[config.mk]
export PLATFORM = sky130hd
export DESIGN_NAME = bmrm_rate_match
export DESIGN_NICKNAME = d
export VERILOG_FILES = /design/src/verilog/bmrm_pkg.sv /design/src/verilog/bmrm_gray_sync.sv /design/src/verilog/bmrm_skid_buf.sv /design/src/verilog/bmrm_rate_match.sv
export SDC_FILE = /design/constraint.sdc
export NUM_CORES = 1
export LEC_CHECK = 0
export ABC_AREA = 1
export BUFFER_PORTS_ARGS = -buffer_cell sky130_fd_sc_hd__buf_2
export CORE_ASPECT_RATIO = 2
export CORE_MARGIN = 2
export CORE_UTILIZATION = 52
export DETAILED_ROUTE_END_ITERATION = 12
export PLACE_DENSITY = 0.71
export SLEW_MARGIN = 0
export SYNTH_ARGS = -nofsm -noshare
export SYNTH_HDL_FRONTEND = slang
export SYNTH_SLANG_ARGS = --single-unit
[constraint.sdc]
create_clock -name ref_clk -period 2.8 [get_ports ref_clk]
set_clock_uncertainty 0.05 [all_clocks]
set_input_delay 0.28 -clock ref_clk [delete_from_list [all_inputs] [get_ports ref_clk]]
set_output_delay 0.28 -clock ref_clk [all_outputs]
set_load 0.005 [all_outputs]
[src/verilog/bmrm_pkg.sv]
// Purpose: Shared constants and types of the rate match receive path
// Assumes: Symbols are 9 bits, control flag above an 8-bit byte
// Notes: Raw low-latency words use the full 10-bit field when width10 is set, else the low byte only
package bmrm_pkg;

  ////////////////////////////////////////////////////////////////////////////
  // Symbol encodings
  localparam logic [8:0] BMRM_SKIP_DEFAULT = 9'h1_BC;
  localparam logic [8:0] BMRM_UNDERFLOW_CHAR = 9'h1_FE;

  ////////////////////////////////////////////////////////////////////////////
  // Cluster adjustment limits
  localparam logic [3:0] BMRM_MAX_DELETE = 4'h4;
  localparam logic [3:0] BMRM_MAX_INSERT = 4'h4;
  localparam logic [3:0] BMRM_CLUSTER_CAP = 4'h5;
  localparam logic [3:0] BMRM_MIN_LEFT = 4'h1;

  ////////////////////////////////////////////////////////////////////////////
  // Reset values and synchroniser depth
  localparam logic [3:0] BMRM_RUN_RESET = 4'h0;
  localparam logic BMRM_FLAG_RESET = 1'b0;
  localparam int BMRM_SYNC_STAGES = 2;

  ////////////////////////////////////////////////////////////////////////////
  // Word travelling from the rate matcher to the output buffer
  typedef struct packed {
    logic fullFlag;
    logic emptyFlag;
    logic [9:0] word;
  } bmrm_word_t;

  // Entry held in the rate match storage
  typedef struct packed {
    logic fullFlag;
    logic [8:0] sym;
  } bmrm_entry_t;

endpackage : bmrm_pkg

[src/verilog/bmrm_gray_sync.sv]
// Purpose: Two-stage synchroniser for a gray-coded pointer
// Assumes: Source pointer changes by one gray step at a time
// Notes: First stage is read only by the second stage
`timescale 1ns/10ps
module bmrm_gray_sync #(
  parameter int W = 4
) (
  input wire logic clk,
  input wire logic rstSync_b,
  input wire logic [W-1:0] grayIn,
  output logic [W-1:0] grayOut
);

  logic [W-1:0] stage1;

  always_ff @(posedge clk or negedge rstSync_b) begin
    if (!rstSync_b) begin
      stage1 <= '0;
      grayOut <= '0;
    end else begin
      stage1 <= grayIn;
      grayOut <= stage1;
    end
  end

endmodule : bmrm_gray_sync

[src/verilog/bmrm_skid_buf.sv]
// Purpose: Two-entry buffer with valid and ready on both sides
// Assumes: Writer holds its word until ready is seen
// Notes: All outputs come from flip-flops
`timescale 1ns/10ps
module bmrm_skid_buf #(
  parameter int W = 12
) (
  input wire logic clk,
  input wire logic rstSync_b,
  input wire logic inValid,
  input wire logic [W-1:0] inData,
  output logic inReady,
  output logic outValid,
  output logic [W-1:0] outData,
  input wire logic outReady
);

  logic [W-1:0] tail;
  logic tailValid;
  logic take;
  logic give;

  assign take = inValid && inReady;
  assign give = outValid && outReady;

  // Head stage feeds the consumer; tail holds a word during a stall
  always_ff @(posedge clk or negedge rstSync_b) begin
    if (!rstSync_b) begin
      outValid <= 1'b0;
      outData <= '0;
      tailValid <= 1'b0;
      tail <= '0;
      inReady <= 1'b1;
    end else begin
      if (!outValid || give) begin
        if (tailValid) begin
          outData <= tail;
          outValid <= 1'b1;
          tailValid <= take;
          tail <= inData;
          inReady <= !take;
        end else begin
          outValid <= take;
          outData <= inData;
        end
      end else if (take) begin
        tail <= inData;
        tailValid <= 1'b1;
        inReady <= 1'b0;
      end
      if (tailValid && (!outValid || give) && !take) begin
        inReady <= 1'b1;
      end
    end
  end

endmodule : bmrm_skid_buf

[src/verilog/bmrm_rate_match.sv]
// Purpose: Receive rate match stage with generic-mode datapath options
// Assumes: One clock; write and read sides are strobed in that clock
// Notes: Pointers cross between sides gray-coded through two stages
`timescale 1ns/10ps
module bmrm_rate_match #(
  parameter int DEPTH_LOG2 = 3,
  parameter logic [8:0] SKIP_PATTERN = bmrm_pkg::BMRM_SKIP_DEFAULT,
  parameter int HIGH_MARK = 6,
  parameter int LOW_MARK = 2
) (
  input wire logic ref_clk,
  input wire logic rst_b,
  input wire logic rxValid,
  input wire logic [9:0] rxWord,
  output logic lowLatReady,
  input wire logic lowLatency,
  input wire logic width10,
  input wire logic codecEnable,
  input wire logic txElecIdle,
  input wire logic rxSignalRaw,
  output logic txDriverOe,
  output logic rxSignalDetect,
  output logic outValid,
  output logic [9:0] outWord,
  output logic outFull,
  output logic outEmpty,
  input wire logic outReady
);

  localparam int DEPTH = 1 << DEPTH_LOG2;
  localparam int PW = DEPTH_LOG2 + 1;
  localparam logic [PW-1:0] DEPTH_P = PW'(DEPTH);
  localparam logic [PW-1:0] HIGH_P = PW'(HIGH_MARK);
  localparam logic [PW-1:0] LOW_P = PW'(LOW_MARK);

  ////////////////////////////////////////////////////////////////////////////
  // Reset release
  logic rstMeta_b;
  logic rstSync_b;

  always_ff @(posedge ref_clk or negedge rst_b) begin
    if (!rst_b) begin
      rstMeta_b <= 1'b0;
      rstSync_b <= 1'b0;
    end else begin
      rstMeta_b <= 1'b1;
      rstSync_b <= rstMeta_b;
    end
  end

  ////////////////////////////////////////////////////////////////////////////
  // Storage and pointers
  bmrm_pkg::bmrm_entry_t mem [DEPTH];
  logic [PW-1:0] wrPtr;
  logic [PW-1:0] rdPtr;
  logic [PW-1:0] wrGray;
  logic [PW-1:0] rdGray;
  logic [PW-1:0] wrGraySync;
  logic [PW-1:0] rdGraySync;
  logic [PW-1:0] wrPtrSeen;
  logic [PW-1:0] rdPtrSeen;
  logic [PW-1:0] wrLevel;
  logic [PW-1:0] rdLevel;
  logic fifoFull;
  logic fifoEmpty;

  function automatic logic [PW-1:0] grayToBin(input logic [PW-1:0] g);
    logic [PW-1:0] b;
    b = '0;
    for (int i = PW - 1; i >= 0; i--) begin
      b[i] = (i == PW - 1) ? g[i] : (b[i+1] ^ g[i]);
    end
    return b;
  endfunction : grayToBin

  assign wrGray = wrPtr ^ (wrPtr >> 1);
  assign rdGray = rdPtr ^ (rdPtr >> 1);

  bmrm_gray_sync #(.W(PW)) u_wrToRd (
    .clk(ref_clk),
    .rstSync_b(rstSync_b),
    .grayIn(wrGray),
    .grayOut(wrGraySync)
  );

  bmrm_gray_sync #(.W(PW)) u_rdToWr (
    .clk(ref_clk),
    .rstSync_b(rstSync_b),
    .grayIn(rdGray),
    .grayOut(rdGraySync)
  );

  // Levels seen through the crossing are conservative on both sides
  assign rdPtrSeen = grayToBin(rdGraySync);
  assign wrPtrSeen = grayToBin(wrGraySync);
  assign wrLevel = PW'(wrPtr - rdPtrSeen);
  assign rdLevel = PW'(wrPtrSeen - rdPtr);
  assign fifoFull = (wrLevel == DEPTH_P);
  assign fifoEmpty = (rdLevel == '0);

  ////////////////////////////////////////////////////////////////////////////
  // Write side: cluster tracking, deletion, overflow
  logic [8:0] rxSym;
  logic rxIsSkip;
  logic dropSkip;
  logic doWrite;
  logic [3:0] wrRun;
  logic [3:0] wrDel;
  logic fullPend;

  assign rxSym = rxWord[8:0];
  assign rxIsSkip = (rxSym == SKIP_PATTERN);
  // Delete only while one skip of the cluster is already stored
  assign dropSkip = rxIsSkip && (wrRun >= bmrm_pkg::BMRM_MIN_LEFT) &&
                    (wrDel < bmrm_pkg::BMRM_MAX_DELETE) &&
                    (wrLevel >= HIGH_P);
  assign doWrite = rxValid && !lowLatency && !dropSkip && !fifoFull;

  always_ff @(posedge ref_clk or negedge rstSync_b) begin
    if (!rstSync_b) begin
      wrRun <= bmrm_pkg::BMRM_RUN_RESET;
      wrDel <= bmrm_pkg::BMRM_RUN_RESET;
    end else if (rxValid && !lowLatency) begin
      if (!rxIsSkip) begin
        wrRun <= bmrm_pkg::BMRM_RUN_RESET;
        wrDel <= bmrm_pkg::BMRM_RUN_RESET;
      end else if (dropSkip) begin
        wrDel <= 4'(wrDel + 4'h1);
      end else if (!fifoFull && wrRun != 4'hF) begin
        wrRun <= 4'(wrRun + 4'h1);
      end
    end
  end

  // Byte meeting a full store is lost; next stored byte carries the flag
  always_ff @(posedge ref_clk or negedge rstSync_b) begin
    if (!rstSync_b) begin
      fullPend <= bmrm_pkg::BMRM_FLAG_RESET;
    end else if (rxValid && !lowLatency && !dropSkip) begin
      fullPend <= fifoFull;
    end
  end

  always_ff @(posedge ref_clk or negedge rstSync_b) begin
    if (!rstSync_b) begin
      wrPtr <= '0;
    end else if (doWrite) begin
      wrPtr <= PW'(wrPtr + 1'b1);
    end
  end

  always_ff @(posedge ref_clk) begin
    if (doWrite) begin
      mem[wrPtr[DEPTH_LOG2-1:0]] <= '{fullFlag: fullPend, sym: rxSym};
    end
  end

  ////////////////////////////////////////////////////////////////////////////
  // Read side: insertion, underflow
  bmrm_pkg::bmrm_entry_t head;
  logic bufReady;
  logic lastSkip;
  logic emptyDone;
  logic [3:0] rdRun;
  logic [3:0] rdIns;
  logic addSkip;
  logic addIdle;
  logic doPop;
  logic emit;
  bmrm_pkg::bmrm_word_t emitWord;
  bmrm_pkg::bmrm_word_t bufIn;
  bmrm_pkg::bmrm_word_t bufOut;
  logic bufValid;

  assign head = mem[rdPtr[DEPTH_LOG2-1:0]];
  // Repeat a skip while the store runs low and the cluster has room
  assign addSkip = bufReady && !lowLatency && !fifoEmpty && lastSkip &&
                   (rdLevel < LOW_P) &&
                   (rdIns < bmrm_pkg::BMRM_MAX_INSERT) &&
                   (4'(rdRun + 4'h1) < bmrm_pkg::BMRM_CLUSTER_CAP);
  assign addIdle = bufReady && !lowLatency && fifoEmpty && !emptyDone;
  assign doPop = bufReady && !lowLatency && !fifoEmpty && !addSkip;
  assign emit = addSkip || addIdle || doPop;

  always_comb begin
    emitWord = '0;
    if (addIdle) begin
      emitWord.word = {1'b0, bmrm_pkg::BMRM_UNDERFLOW_CHAR};
      emitWord.emptyFlag = 1'b1;
    end else if (addSkip) begin
      emitWord.word = {1'b0, SKIP_PATTERN};
    end else begin
      emitWord.word = {1'b0, head.sym};
      emitWord.fullFlag = head.fullFlag;
    end
  end

  always_ff @(posedge ref_clk or negedge rstSync_b) begin
    if (!rstSync_b) begin
      rdPtr <= '0;
    end else if (doPop) begin
      rdPtr <= PW'(rdPtr + 1'b1);
    end
  end

  // One underflow character per emptying, rearmed by the next real byte
  always_ff @(posedge ref_clk or negedge rstSync_b) begin
    if (!rstSync_b) begin
      emptyDone <= 1'b1;
    end else if (addIdle) begin
      emptyDone <= 1'b1;
    end else if (doPop) begin
      emptyDone <= 1'b0;
    end
  end

  always_ff @(posedge ref_clk or negedge rstSync_b) begin
    if (!rstSync_b) begin
      lastSkip <= 1'b0;
      rdRun <= bmrm_pkg::BMRM_RUN_RESET;
      rdIns <= bmrm_pkg::BMRM_RUN_RESET;
    end else if (addIdle) begin
      lastSkip <= 1'b0;
      rdRun <= bmrm_pkg::BMRM_RUN_RESET;
      rdIns <= bmrm_pkg::BMRM_RUN_RESET;
    end else if (addSkip) begin
      rdRun <= 4'(rdRun + 4'h1);
      rdIns <= 4'(rdIns + 4'h1);
    end else if (doPop) begin
      if (head.sym == SKIP_PATTERN) begin
        lastSkip <= 1'b1;
        if (rdRun != 4'hF) begin
          rdRun <= 4'(rdRun + 4'h1);
        end
      end else begin
        lastSkip <= 1'b0;
        rdRun <= bmrm_pkg::BMRM_RUN_RESET;
        rdIns <= bmrm_pkg::BMRM_RUN_RESET;
      end
    end
  end

  ////////////////////////////////////////////////////////////////////////////
  // Path select and width
  always_comb begin
    bufIn = emitWord;
    if (lowLatency) begin
      bufIn = '0;
      bufIn.word = width10 ? rxWord : {2'b00, rxWord[7:0]};
    end
  end

  assign bufValid = lowLatency ? rxValid : emit;

  bmrm_skid_buf #(.W($bits(bmrm_pkg::bmrm_word_t))) u_outBuf (
    .clk(ref_clk),
    .rstSync_b(rstSync_b),
    .inValid(bufValid),
    .inData(bufIn),
    .inReady(bufReady),
    .outValid(outValid),
    .outData(bufOut),
    .outReady(outReady)
  );

  assign lowLatReady = bufReady;
  assign outWord = bufOut.word;
  assign outFull = bufOut.fullFlag;
  assign outEmpty = bufOut.emptyFlag;

  ////////////////////////////////////////////////////////////////////////////
  // Transmitter idle and receiver signal detect
  always_ff @(posedge ref_clk or negedge rstSync_b) begin
    if (!rstSync_b) begin
      txDriverOe <= 1'b0;
    end else begin
      txDriverOe <= !txElecIdle;
    end
  end

  always_ff @(posedge ref_clk or negedge rstSync_b) begin
    if (!rstSync_b) begin
      rxSignalDetect <= 1'b0;
    end else begin
      rxSignalDetect <= rxSignalRaw && codecEnable && !lowLatency;
    end
  end

endmodule : bmrm_rate_match

==> results of run 1 <==
-- layout by cell type, fill, tap and decap left out, drive strengths merged, types with 3 or more instances in the layout --
master / synthesis / routed
nand3: 73 / 73
nand2: 223 / 223
a21oi: 18 / 18
dfrtp: 72 / 72
inv: 114 / 116
nand4: 9 / 9
ha: 19 / 19
nor2: 54 / 54
buf: 19 / 86
xor2: 17 / 17
o21bai: 5 / 5
o21ai: 28 / 28
xnor2: 4 / 4
dlygate4sd3: 0 / 3
nor4: 5 / 5
edfxtp: 80 / 80
clkbuf: 3 / 27
-- cell type report --
type | instances | area [um^2]
clock buffers | 27 | 587
clock inverters | 5 | 38.8
fillers | 1010 | 4570
inverters | 114 | 438
multi-input cells | 473 | 2890
flip-flops and latches | 154 | 4260
well taps | 189 | 236
repair buffers | 89 | 798
-- flip-flops by register name (all words and copies together), names as in the netlist, 4 cells and up --
| signal | count |
|---|---|
| u_wrToRd.stage1 | 4 |
| u_rdToWr.grayOut | 4 |
| wrPtr | 4 |
| rdRun | 4 |
| rdPtr | 4 |
| rdIns | 4 |
| u_outBuf.tail | 12 |
| wrRun | 4 |
| u_wrToRd.grayOut | 4 |
| u_outBuf.outData | 12 |
| mem | 80 |
| u_rdToWr.stage1 | 4 |
| wrDel | 4 |
-- timing repair --
| action | in CTS | in global routing |
|---|---|---|
| cloned | 1 | 0 |
| endpoints found under the setup margin | 115 | 130 |
| hold buffers | 3 | 0 |
| setup buffers | 9 | 4 |
| gates resized for setup | 37 | 54 |
| pin swaps | 25 | 17 |
| endpoints found under the hold margin | 4 | 0 |
-- cells in the mapped netlist, types with 3 or more instances --
| cell type | n | area, um^2 |
|---|---|---|
| ha_1 | 19 | 238 |
| nor4_1 | 5 | 31.3 |
| nor2_1 | 42 | 158 |
| xnor2_1 | 4 | 35.0 |
| dfrtp_1 | 72 | 1800 |
| nand2_1 | 218 | 818 |
| nand2_2 | 5 | 31.3 |
| nor2_4 | 4 | 45.0 |
| buf_2 | 6 | 30.0 |
| nor2_2 | 8 | 50.1 |
| a21oi_1 | 11 | 55.1 |
| inv_2 | 9 | 33.8 |
| buf_6 | 8 | 90.1 |
| xor2_1 | 17 | 149 |
| nand3_2 | 5 | 50.1 |
| edfxtp_1 | 80 | 2400 |
| nand4_1 | 9 | 56.3 |
| a21oi_2 | 7 | 61.3 |
| o21ai_0 | 15 | 75.1 |
| inv_1 | 103 | 387 |
| clkbuf_1 | 3 | 11.3 |
| o21ai_1 | 12 | 60.1 |
| o21bai_1 | 5 | 37.5 |
| nand3_1 | 68 | 340 |
| buf_4 | 5 | 37.5 |
-- worst max-delay path by stage --
stage                                        from                               to  slack (ns)  depth (start not counted)
floorplan           u_wrToRd.grayOut[3]$_DFF_PN0_     u_outBuf.tail[4]$_DFFE_PN0P_       -0.02                         17
CTS                 u_rdToWr.grayOut[3]$_DFF_PN0_              mem[2][0]$_DFFE_PP_       -0.14                         13
global route        u_wrToRd.grayOut[2]$_DFF_PN0_  u_outBuf.outData[2]$_DFFE_PN0N_       -0.36                         14
global placement    u_rdToWr.grayOut[2]$_DFF_PN0_              mem[2][5]$_DFFE_PP_        -0.1                         13
finish              u_wrToRd.grayOut[2]$_DFF_PN0_             rdPtr[3]$_DFFE_PN0P_       -0.19                         17
detailed placement  u_wrToRd.grayOut[2]$_DFF_PN0_  u_outBuf.outData[5]$_DFFE_PN0N_       -0.22                         15
-- power groups by stage --
stage	clock [mW]	combinational, mW	sequential, mW
global placement	0	4.41	3.25
floorplan	0	3.22	3.24
global route	2.46	6.31	3.34
detailed placement	0	4.60	3.28
CTS	2.37	5.04	3.26
finish	2.34	5.75	3.28
-- layer usage --
metal | vias to the layer above | share of wire | track usage
met5 | - | 0 | 0
met4 | 0 | 0.045 | 0.143
met3 | 54 | 0.031 | 0.0417
met2 | 151 | 0.57 | 0.444
met1 | 2666 | 0.35 | 0.239
li1 | 2622 | - | -
-- cell families after synthesis --
family	Yosys count	synth area share
and+or+nand+nor	370	0.221
buffers and inverters	136	0.0823
adders and majority gates	21	0.0380
other	1	0.000513
xor gates and xnor gates	21	0.0251
DFF	154	0.582
muxes	1	0.00137
AOI/OAI and AO/OA	59	0.0494
-- critical path: stages (launching register included) --
cell and delay (ns):
dfrtp_1 0.40, xor2_2 0.24, xor2_2 0.19, xnor2_1 0.16
inv_1 0.10, ha_4 0.17, fa_2 0.35, xor2_1 0.15
nand2_1 0.11, nor2_4 0.06, nand2_2 0.09, nand2_4 0.07
buf_6 0.13, nor2_4 0.14, buf_12 0.12, buf_6 0.09
nand3_4 0.07, xor2_1 0.17
-- stage by stage --
stage | worst slack, ns | setup TNS, ns | area, um^2 | util
floorplan | -0.0207 | -0.346 | 7430 | -
global placement | -0.0967 | -6.85 | 8110 | 0.587
detailed placement | -0.221 | -12.19 | 8110 | 0.587
CTS | -0.142 | -11.59 | 9000 | 0.651
global route | -0.362 | -26.44 | 9250 | 0.669
finish | -0.187 | -9.99 | 9250 | 0.669
==> flow_summary.ini, run 1 <==
[detailed_routing]
drt_iter0_drc = 352
drtPass1Iterations = 7
wl_per_cell_um = 16.2
ant_nets = 0
num_vias = 5493
drt-vias-per-instance = 5.23
wl_um = 17000
drc = 0

[global_routing]
grt_pass1_wl_um = 27000
grt_pass1_vias = 5620
grt_max_degree = 43
grt_usage = 0.239
gr-total-overflow = 0
grt_antenna_before_repair = 0

[clock_network]
clock_latency_ns = 0.42
cts.sinks = 154
cts_made_buffers = 17
clockBufferDepth = 2
tritoncts = built
cts-root-buf = clkbuf_16
htreeDepth = 4
clkTransAtPathRegs_ns = 0.06

[yosys]
synth_edf_count = 80
yosysSeqAreaShare = 0.582
synthFlopType = edfxtp_1
synth_area_per_cell_um2 = 9.58
synthDistinctLibCells = 41
synth_nets = 803
ys_ff_latch = 154
ys_async_sr_fraction = 0.481
synth_warnings = 0
synth_cells = 763
netlist_area_um2 = 7310

[worst_hold_path]
hp-start = rxSignalRaw
min_to = rxSignalDetect$_DFF_PN0_
min_path_cells = 3
hold_class = in2reg

[sta]
fmax_mhz = 335
timing.final.hold_violations = 0
relSlewSlack = 0.392
fin_crit_sh = 1.07
rsz0062_at_grt = yes
finalMaxSlewViolations = 0
fin_crit_ns = 2.99
fin_hold_ws_ns = 0.0219
final.setup.worst_slack_ns = -0.187
worst_pin_slew_ns = 0.909
finalSetupViolations = 114

[power]
fin_total_pwr_mw = 11.4
pwr-share-comb = 0.506
swShare = 0.403
p_seq_frac = 0.288
internal_power_mw = 6.78
ir_worst_vdd_mv = 0.842
switching_power_mw = 4.58
p_leak_nw = 4.25
power.density_nw_per_um2 = 1230
clockPowerShare = 0.206

[floorplan]
core.rowCount = 61
start_util = 0.529
core_area_um2 = 13800
fp.dieW_um = 87.9
io_pins = 35
die_area_um2 = 15100
die_height_um = 172

[placed_design]
placed_cells = 1005
routabilityCongestion = 0.825
port-buffer-count = 34
dp_hpwl_um = 11500

[worst_setup_path]
cp_max_fo = 5
reg2reg_to = rdPtr[3]$_DFFE_PN0P_
r2r_cells = 17
r2r-start = u_wrToRd.grayOut[2]$_DFF_PN0_
critPathCaptureType = register
worstPathArrival_ns = 3.25
reg2reg_slack_ns = -0.19
crit_required_ns = 3.06
path_class = reg2reg
startpoint_type = register

[layout]
drive_gt1_frac = 0.259
diodes = 0
area_growth_pct = 26.4
fin_cells = 1051
nNetsFinal = 889

[run_status]
outcome = finished, violations left
violations = negative setup slack

[job]
drv_cap = 0
No activity file was read; power rests on OpenSTA's default activity.
==> run 2, diff against run 1 <==
Settings changed: GPL_TIMING_DRIVEN set to 0.
==> flow_summary.ini, run 2 (same netlist as run 1, synthesis figures left out) <==
[floorplan]
core.rowCount = 61
core_area_um2 = 13800
fp.dieW_um = 87.9
io_pins = 35
die_area_um2 = 15100
die_height_um = 172
start_util = 0.529

[sta]
finalMaxSlewViolations = 0
worst_pin_slew_ns = 0.942
fmax_mhz = 326
rsz0062_at_grt = yes
final.setup.worst_slack_ns = -0.268
finalSetupViolations = 119
finalSetupTns_ns = -21.86
timing.final.hold_violations = 0
fin_crit_sh = 1.10
fin_crit_ns = 3.07
relSlewSlack = 0.372

[global_routing]
grt_pass1_wl_um = 29000
grt_max_degree = 73
grt_antenna_before_repair = 0
gr-total-overflow = 0
grt_pass1_vias = 5769
grt_usage = 0.261

[worst_setup_path]
r2r-start = u_rdToWr.grayOut[2]$_DFF_PN0_
reg2reg_to = mem[6][1]$_DFFE_PP_
reg2reg_slack_ns = -0.27
startpoint_type = register
crit_required_ns = 2.89
path_class = reg2reg
worstPathArrival_ns = 3.16
cp_max_fo = 10
crit_start = u_rdToWr.grayOut[2]$_DFF_PN0_
r2r_cells = 16
critPathCaptureType = register

[clock_network]
clock_latency_ns = 0.44
htreeDepth = 4
cts-root-buf = clkbuf_16
clkTransAtPathRegs_ns = 0.06
cts.sinks = 154
cts_made_buffers = 17
clockBufferDepth = 2
tritoncts = built

[detailed_routing]
wl_um = 18900
drt_iter0_drc = 327
wl_per_cell_um = 17.8
drt-vias-per-instance = 5.27
num_vias = 5588
ant_nets = 0
drtPass1Iterations = 7
drc = 0

[power]
ir_worst_vdd_mv = 0.964
p_leak_nw = 4.29
power.density_nw_per_um2 = 1260

[placed_design]
postPlaceCellArea_um2 = 7830
routabilityCongestion = 0.901
port-buffer-count = 33
post-place-ws_ns = -0.562
dp_hpwl_um = 12100
placed_cells = 985

[worst_hold_path]
hold_class = in2reg
hp-start = codecEnable
min_to = rxSignalDetect$_DFF_PN0_
min_path_cells = 3

[layout]
area_growth_pct = 28.2
final.fill_count = 1004
fin_cells = 1061
diodes = 0
largest_register_ffs = 80
final_area_um2 = 9380
drive_gt1_frac = 0.249
fin_util = 0.679
layout_common_cells = nand2_1, inv_1, edfxtp_1
final_common_cell = nand2_1
nNetsFinal = 899

[job]
drv_cap = 0

[run_status]
outcome = finished, violations left
violations = negative setup slack
run 2: changes by cell type in the layout (fill, tap and decap cells not counted), sizes merged:
cell / delta
bufinv: +7
buf: +5
clkbuf: -3
clkinv: +3
inv: -3
clkinvlp: +2
dlygate4sd3: -1
run 2: area by class of cell:
cell class              count  area (um^2)  share of cell area
repair buffers             77          748              0.0798
plain buffers              22          193              0.0205
multi-input cells         473         2810               0.300
well taps                 189          236              0.0252
inverters                 114          452              0.0482
clock buffers              18          429              0.0458
clock inverters            14          250              0.0267
flip-flops and latches    154         4260               0.454
run 2: through the flow:
step	hold slack (ns)	total power, mW
floorplan	-0.0656	6.46
global placement	0.0157	7.40
detailed placement	0.0161	7.60
CTS	0.00532	11.3
global route	0.0133	12.5
finish	0.0106	11.8
run 2: how the worst max path moves through the flow:
stage | to | slack, ns | cells after the start
final | mem[6][1]$_DFFE_PP_ | -0.27 | 16
after global routing | u_outBuf.outData[0]$_DFFE_PN0N_ | -0.40 | 16
after CTS | mem[6][1]$_DFFE_PP_ | -0.16 | 16
after detailed placement | mem[2][0]$_DFFE_PP_ | -0.56 | 12
after global placement | mem[2][5]$_DFFE_PP_ | -0.46 | 12
after floorplan | u_outBuf.tail[4]$_DFFE_PN0P_ | -0.02 | 17
run 2: power by group:
group          switching (mW)  leakage, nW  internal [mW]
Sequential              0.367         1.64           2.94
Combinational            3.43         2.33           2.40
Clock                   0.912        0.323           1.75
run 2: repair_timing:
item / CTS / global route
buffers inserted: 30 / 7
setup endpoints to repair: 129 / 130
hold endpoints to repair: 3 / 0
pin swaps: 24 / 12
gates cloned: 2 / 3
resized for setup: 55 / 27
hold buffers: 2 / 0
run 2: worst max-delay path, cell delays in order, from the launching register on:
cell	delay, ns
dfrtp_1	0.40
xnor2_2	0.26
xor2_2	0.22
xnor2_1	0.11
ha_2	0.19
fa_2	0.35
xnor2_2	0.15
inv_2	0.09
o21ai_4	0.07
nand2_2	0.09
nand2_2	0.07
nor2_4	0.10
buf_6	0.14
buf_12	0.11
inv_8	0.04
nor2_4	0.13
buf_12	0.16
run 2: routing by layer:
layer | track usage | vias to the layer above | part of all wire
li1 | - | 2642 | -
met1 | 0.257 | 2719 | 0.35
met2 | 0.495 | 168 | 0.56
met3 | 0.0547 | 59 | 0.039
met4 | 0.132 | 0 | 0.049
met5 | 0 | - | 0
==> run 3, diff against run 2 <==
Settings changed: SETUP_SLACK_MARGIN set to 0.02, SKIP_CTS_REPAIR_TIMING set to 1, SLEW_MARGIN 0 to not set.
==> flow_summary.ini, run 3 (same netlist as run 1, synthesis figures left out) <==
[layout]
final.fill_count = 1038
final_common_cell = nand2_1
largest_register_ffs = 80
nNetsFinal = 890
layout_common_cells = nand2_1, inv_1, edfxtp_1
diodes = 0
area_growth_pct = 26.0
drive_gt1_frac = 0.249

[placed_design]
routabilityCongestion = 0.898
dp_hpwl_um = 12200
port-buffer-count = 33

[run_status]
violations = negative setup slack
outcome = finished, violations left

[sta]
finalSetupViolations = 122
timing.final.hold_violations = 0
fin_crit_ns = 3.15
relSlewSlack = 0.376
finalSetupTns_ns = -22.47
fmax_mhz = 317
finalMaxSlewViolations = 0
rsz0062_at_grt = yes
worst_pin_slew_ns = 0.936
fin_crit_sh = 1.13
final.setup.worst_slack_ns = -0.351

[power]
ir_worst_vdd_mv = 0.889
switching_power_mw = 4.69
fin_total_pwr_mw = 11.5
p_leak_nw = 4.23
p_seq_frac = 0.288
pwr-share-comb = 0.490
power.density_nw_per_um2 = 1250
swShare = 0.408
internal_power_mw = 6.79
clockPowerShare = 0.222

[clock_network]
clockBufferDepth = 2
clkTransAtPathRegs_ns = 0.06
cts_made_buffers = 17
cts-root-buf = clkbuf_16
cts.sinks = 154
htreeDepth = 4
clock_latency_ns = 0.44
tritoncts = built

[global_routing]
grt_antenna_before_repair = 0
grt_pass1_wl_um = 27200
grt_usage = 0.245
grt_max_degree = 73
grt_pass1_vias = 5532
gr-total-overflow = 0

[worst_setup_path]
critPathCaptureType = register
startpoint_type = register
crit_required_ns = 2.90
cp.depth = 15
path_cells = xnor2_2 > xor2_2 > buf_4 > ha_1 > nand2_1 > o21ai_2 > xor2_2 > o21ai_4 > nand2_2 > nand2_2 > nor2_4 > buf_8 > nand2_4 > nor2_4 > clkbuf_16
path_class = reg2reg
worstPathArrival_ns = 3.25
r2r_cells = 15
cp_top_family = XOR/XNOR gates
cp_num_buf_inv = 3
cp_slowest_cell = dfrtp_1
cp_max_fo = 5
max_stage_delay_ns = 0.41

[job]
drv_cap = 0

[detailed_routing]
drt-vias-per-instance = 5.29
drc = 0
wl_per_cell_um = 17.9
drtPass1Iterations = 7
drt_iter0_drc = 355
route.met2.wl_um = 10800
routed.top_layer = met4
wl_um = 18800
ant_nets = 0
met3_length_um = 683
num_vias = 5563
wl_met1_um = 6410

[floorplan]
core.rowCount = 61
die_area_um2 = 15100
io_pins = 35
fp.dieW_um = 87.9
start_util = 0.529
die_height_um = 172
core_area_um2 = 13800

[worst_hold_path]
min_path_cells = 3
hold_class = in2reg
## run 3: layer usage
metal,GRT usage,vias to the layer above
met1,0.233,2689
li1,-,2628
met2,0.472,179
met4,0.129,0
met3,0.0485,67
met5,0,-
## run 3: stage by stage
step	cells	util	cell area, um^2	hold slack, ns	worst slack [ns]
after floorplan	763	-	7430	-0.0656	-0.0207
after global placement	985	0.567	7830	0.0154	-0.466
after detailed placement	985	0.567	7840	0.0154	-0.546
after CTS	1017	0.615	8500	-0.437	-0.539
after global routing	1052	0.667	9220	0.0351	-0.456
final	1052	0.667	9220	0.0256	-0.351
## run 3: power by group through the flow
stage                     sequential [mW]  clock (mW)  combinational [mW]
after detailed placement             3.31           0                4.30
final                                3.31        2.55                5.62
after CTS                            3.27        2.57                4.36
after global placement               3.28           0                4.13
after global routing                 3.37        2.67                6.11
after floorplan                      3.24           0                3.23
## run 3: area by class of cell
class | instances | area, um^2 | share of cell area
buffer | 22 | 194 | 0.0210
clock buffer | 18 | 439 | 0.0477
clock inverter | 14 | 220 | 0.0239
inverter | 114 | 452 | 0.0490
multi-input combinational | 473 | 2810 | 0.305
sequential | 154 | 4260 | 0.462
tap | 189 | 236 | 0.0257
timing repair buffer | 68 | 608 | 0.0660
## run 3: tightest hold or removal path, delay by kind of cell
kind	cells	cell delay (ns)
buf+inv	1	0.10
simple gates	2	0.10
## run 3: worst paths after layout
kind | startpoint | endpoint | slack, ns
worst min-delay path | codecEnable | rxSignalDetect$_DFF_PN0_ | 0.03
worst max-delay path | u_rdToWr.grayOut[3]$_DFF_PN0_ | mem[3][2]$_DFFE_PP_ | -0.35
worst max register to register | u_rdToWr.grayOut[3]$_DFF_PN0_ | mem[3][2]$_DFFE_PP_ | -0.35
worst min register to register | rstMeta_b$_DFF_PN0_ | rstSync_b$_DFF_PN0_ | 0.31
max in group asynchronous | rstSync_b$_DFF_PN0_ | u_outBuf.outData[4]$_DFFE_PN0N_ | 1.66
min in group asynchronous | rst_b | rstSync_b$_DFF_PN0_ | 0.11
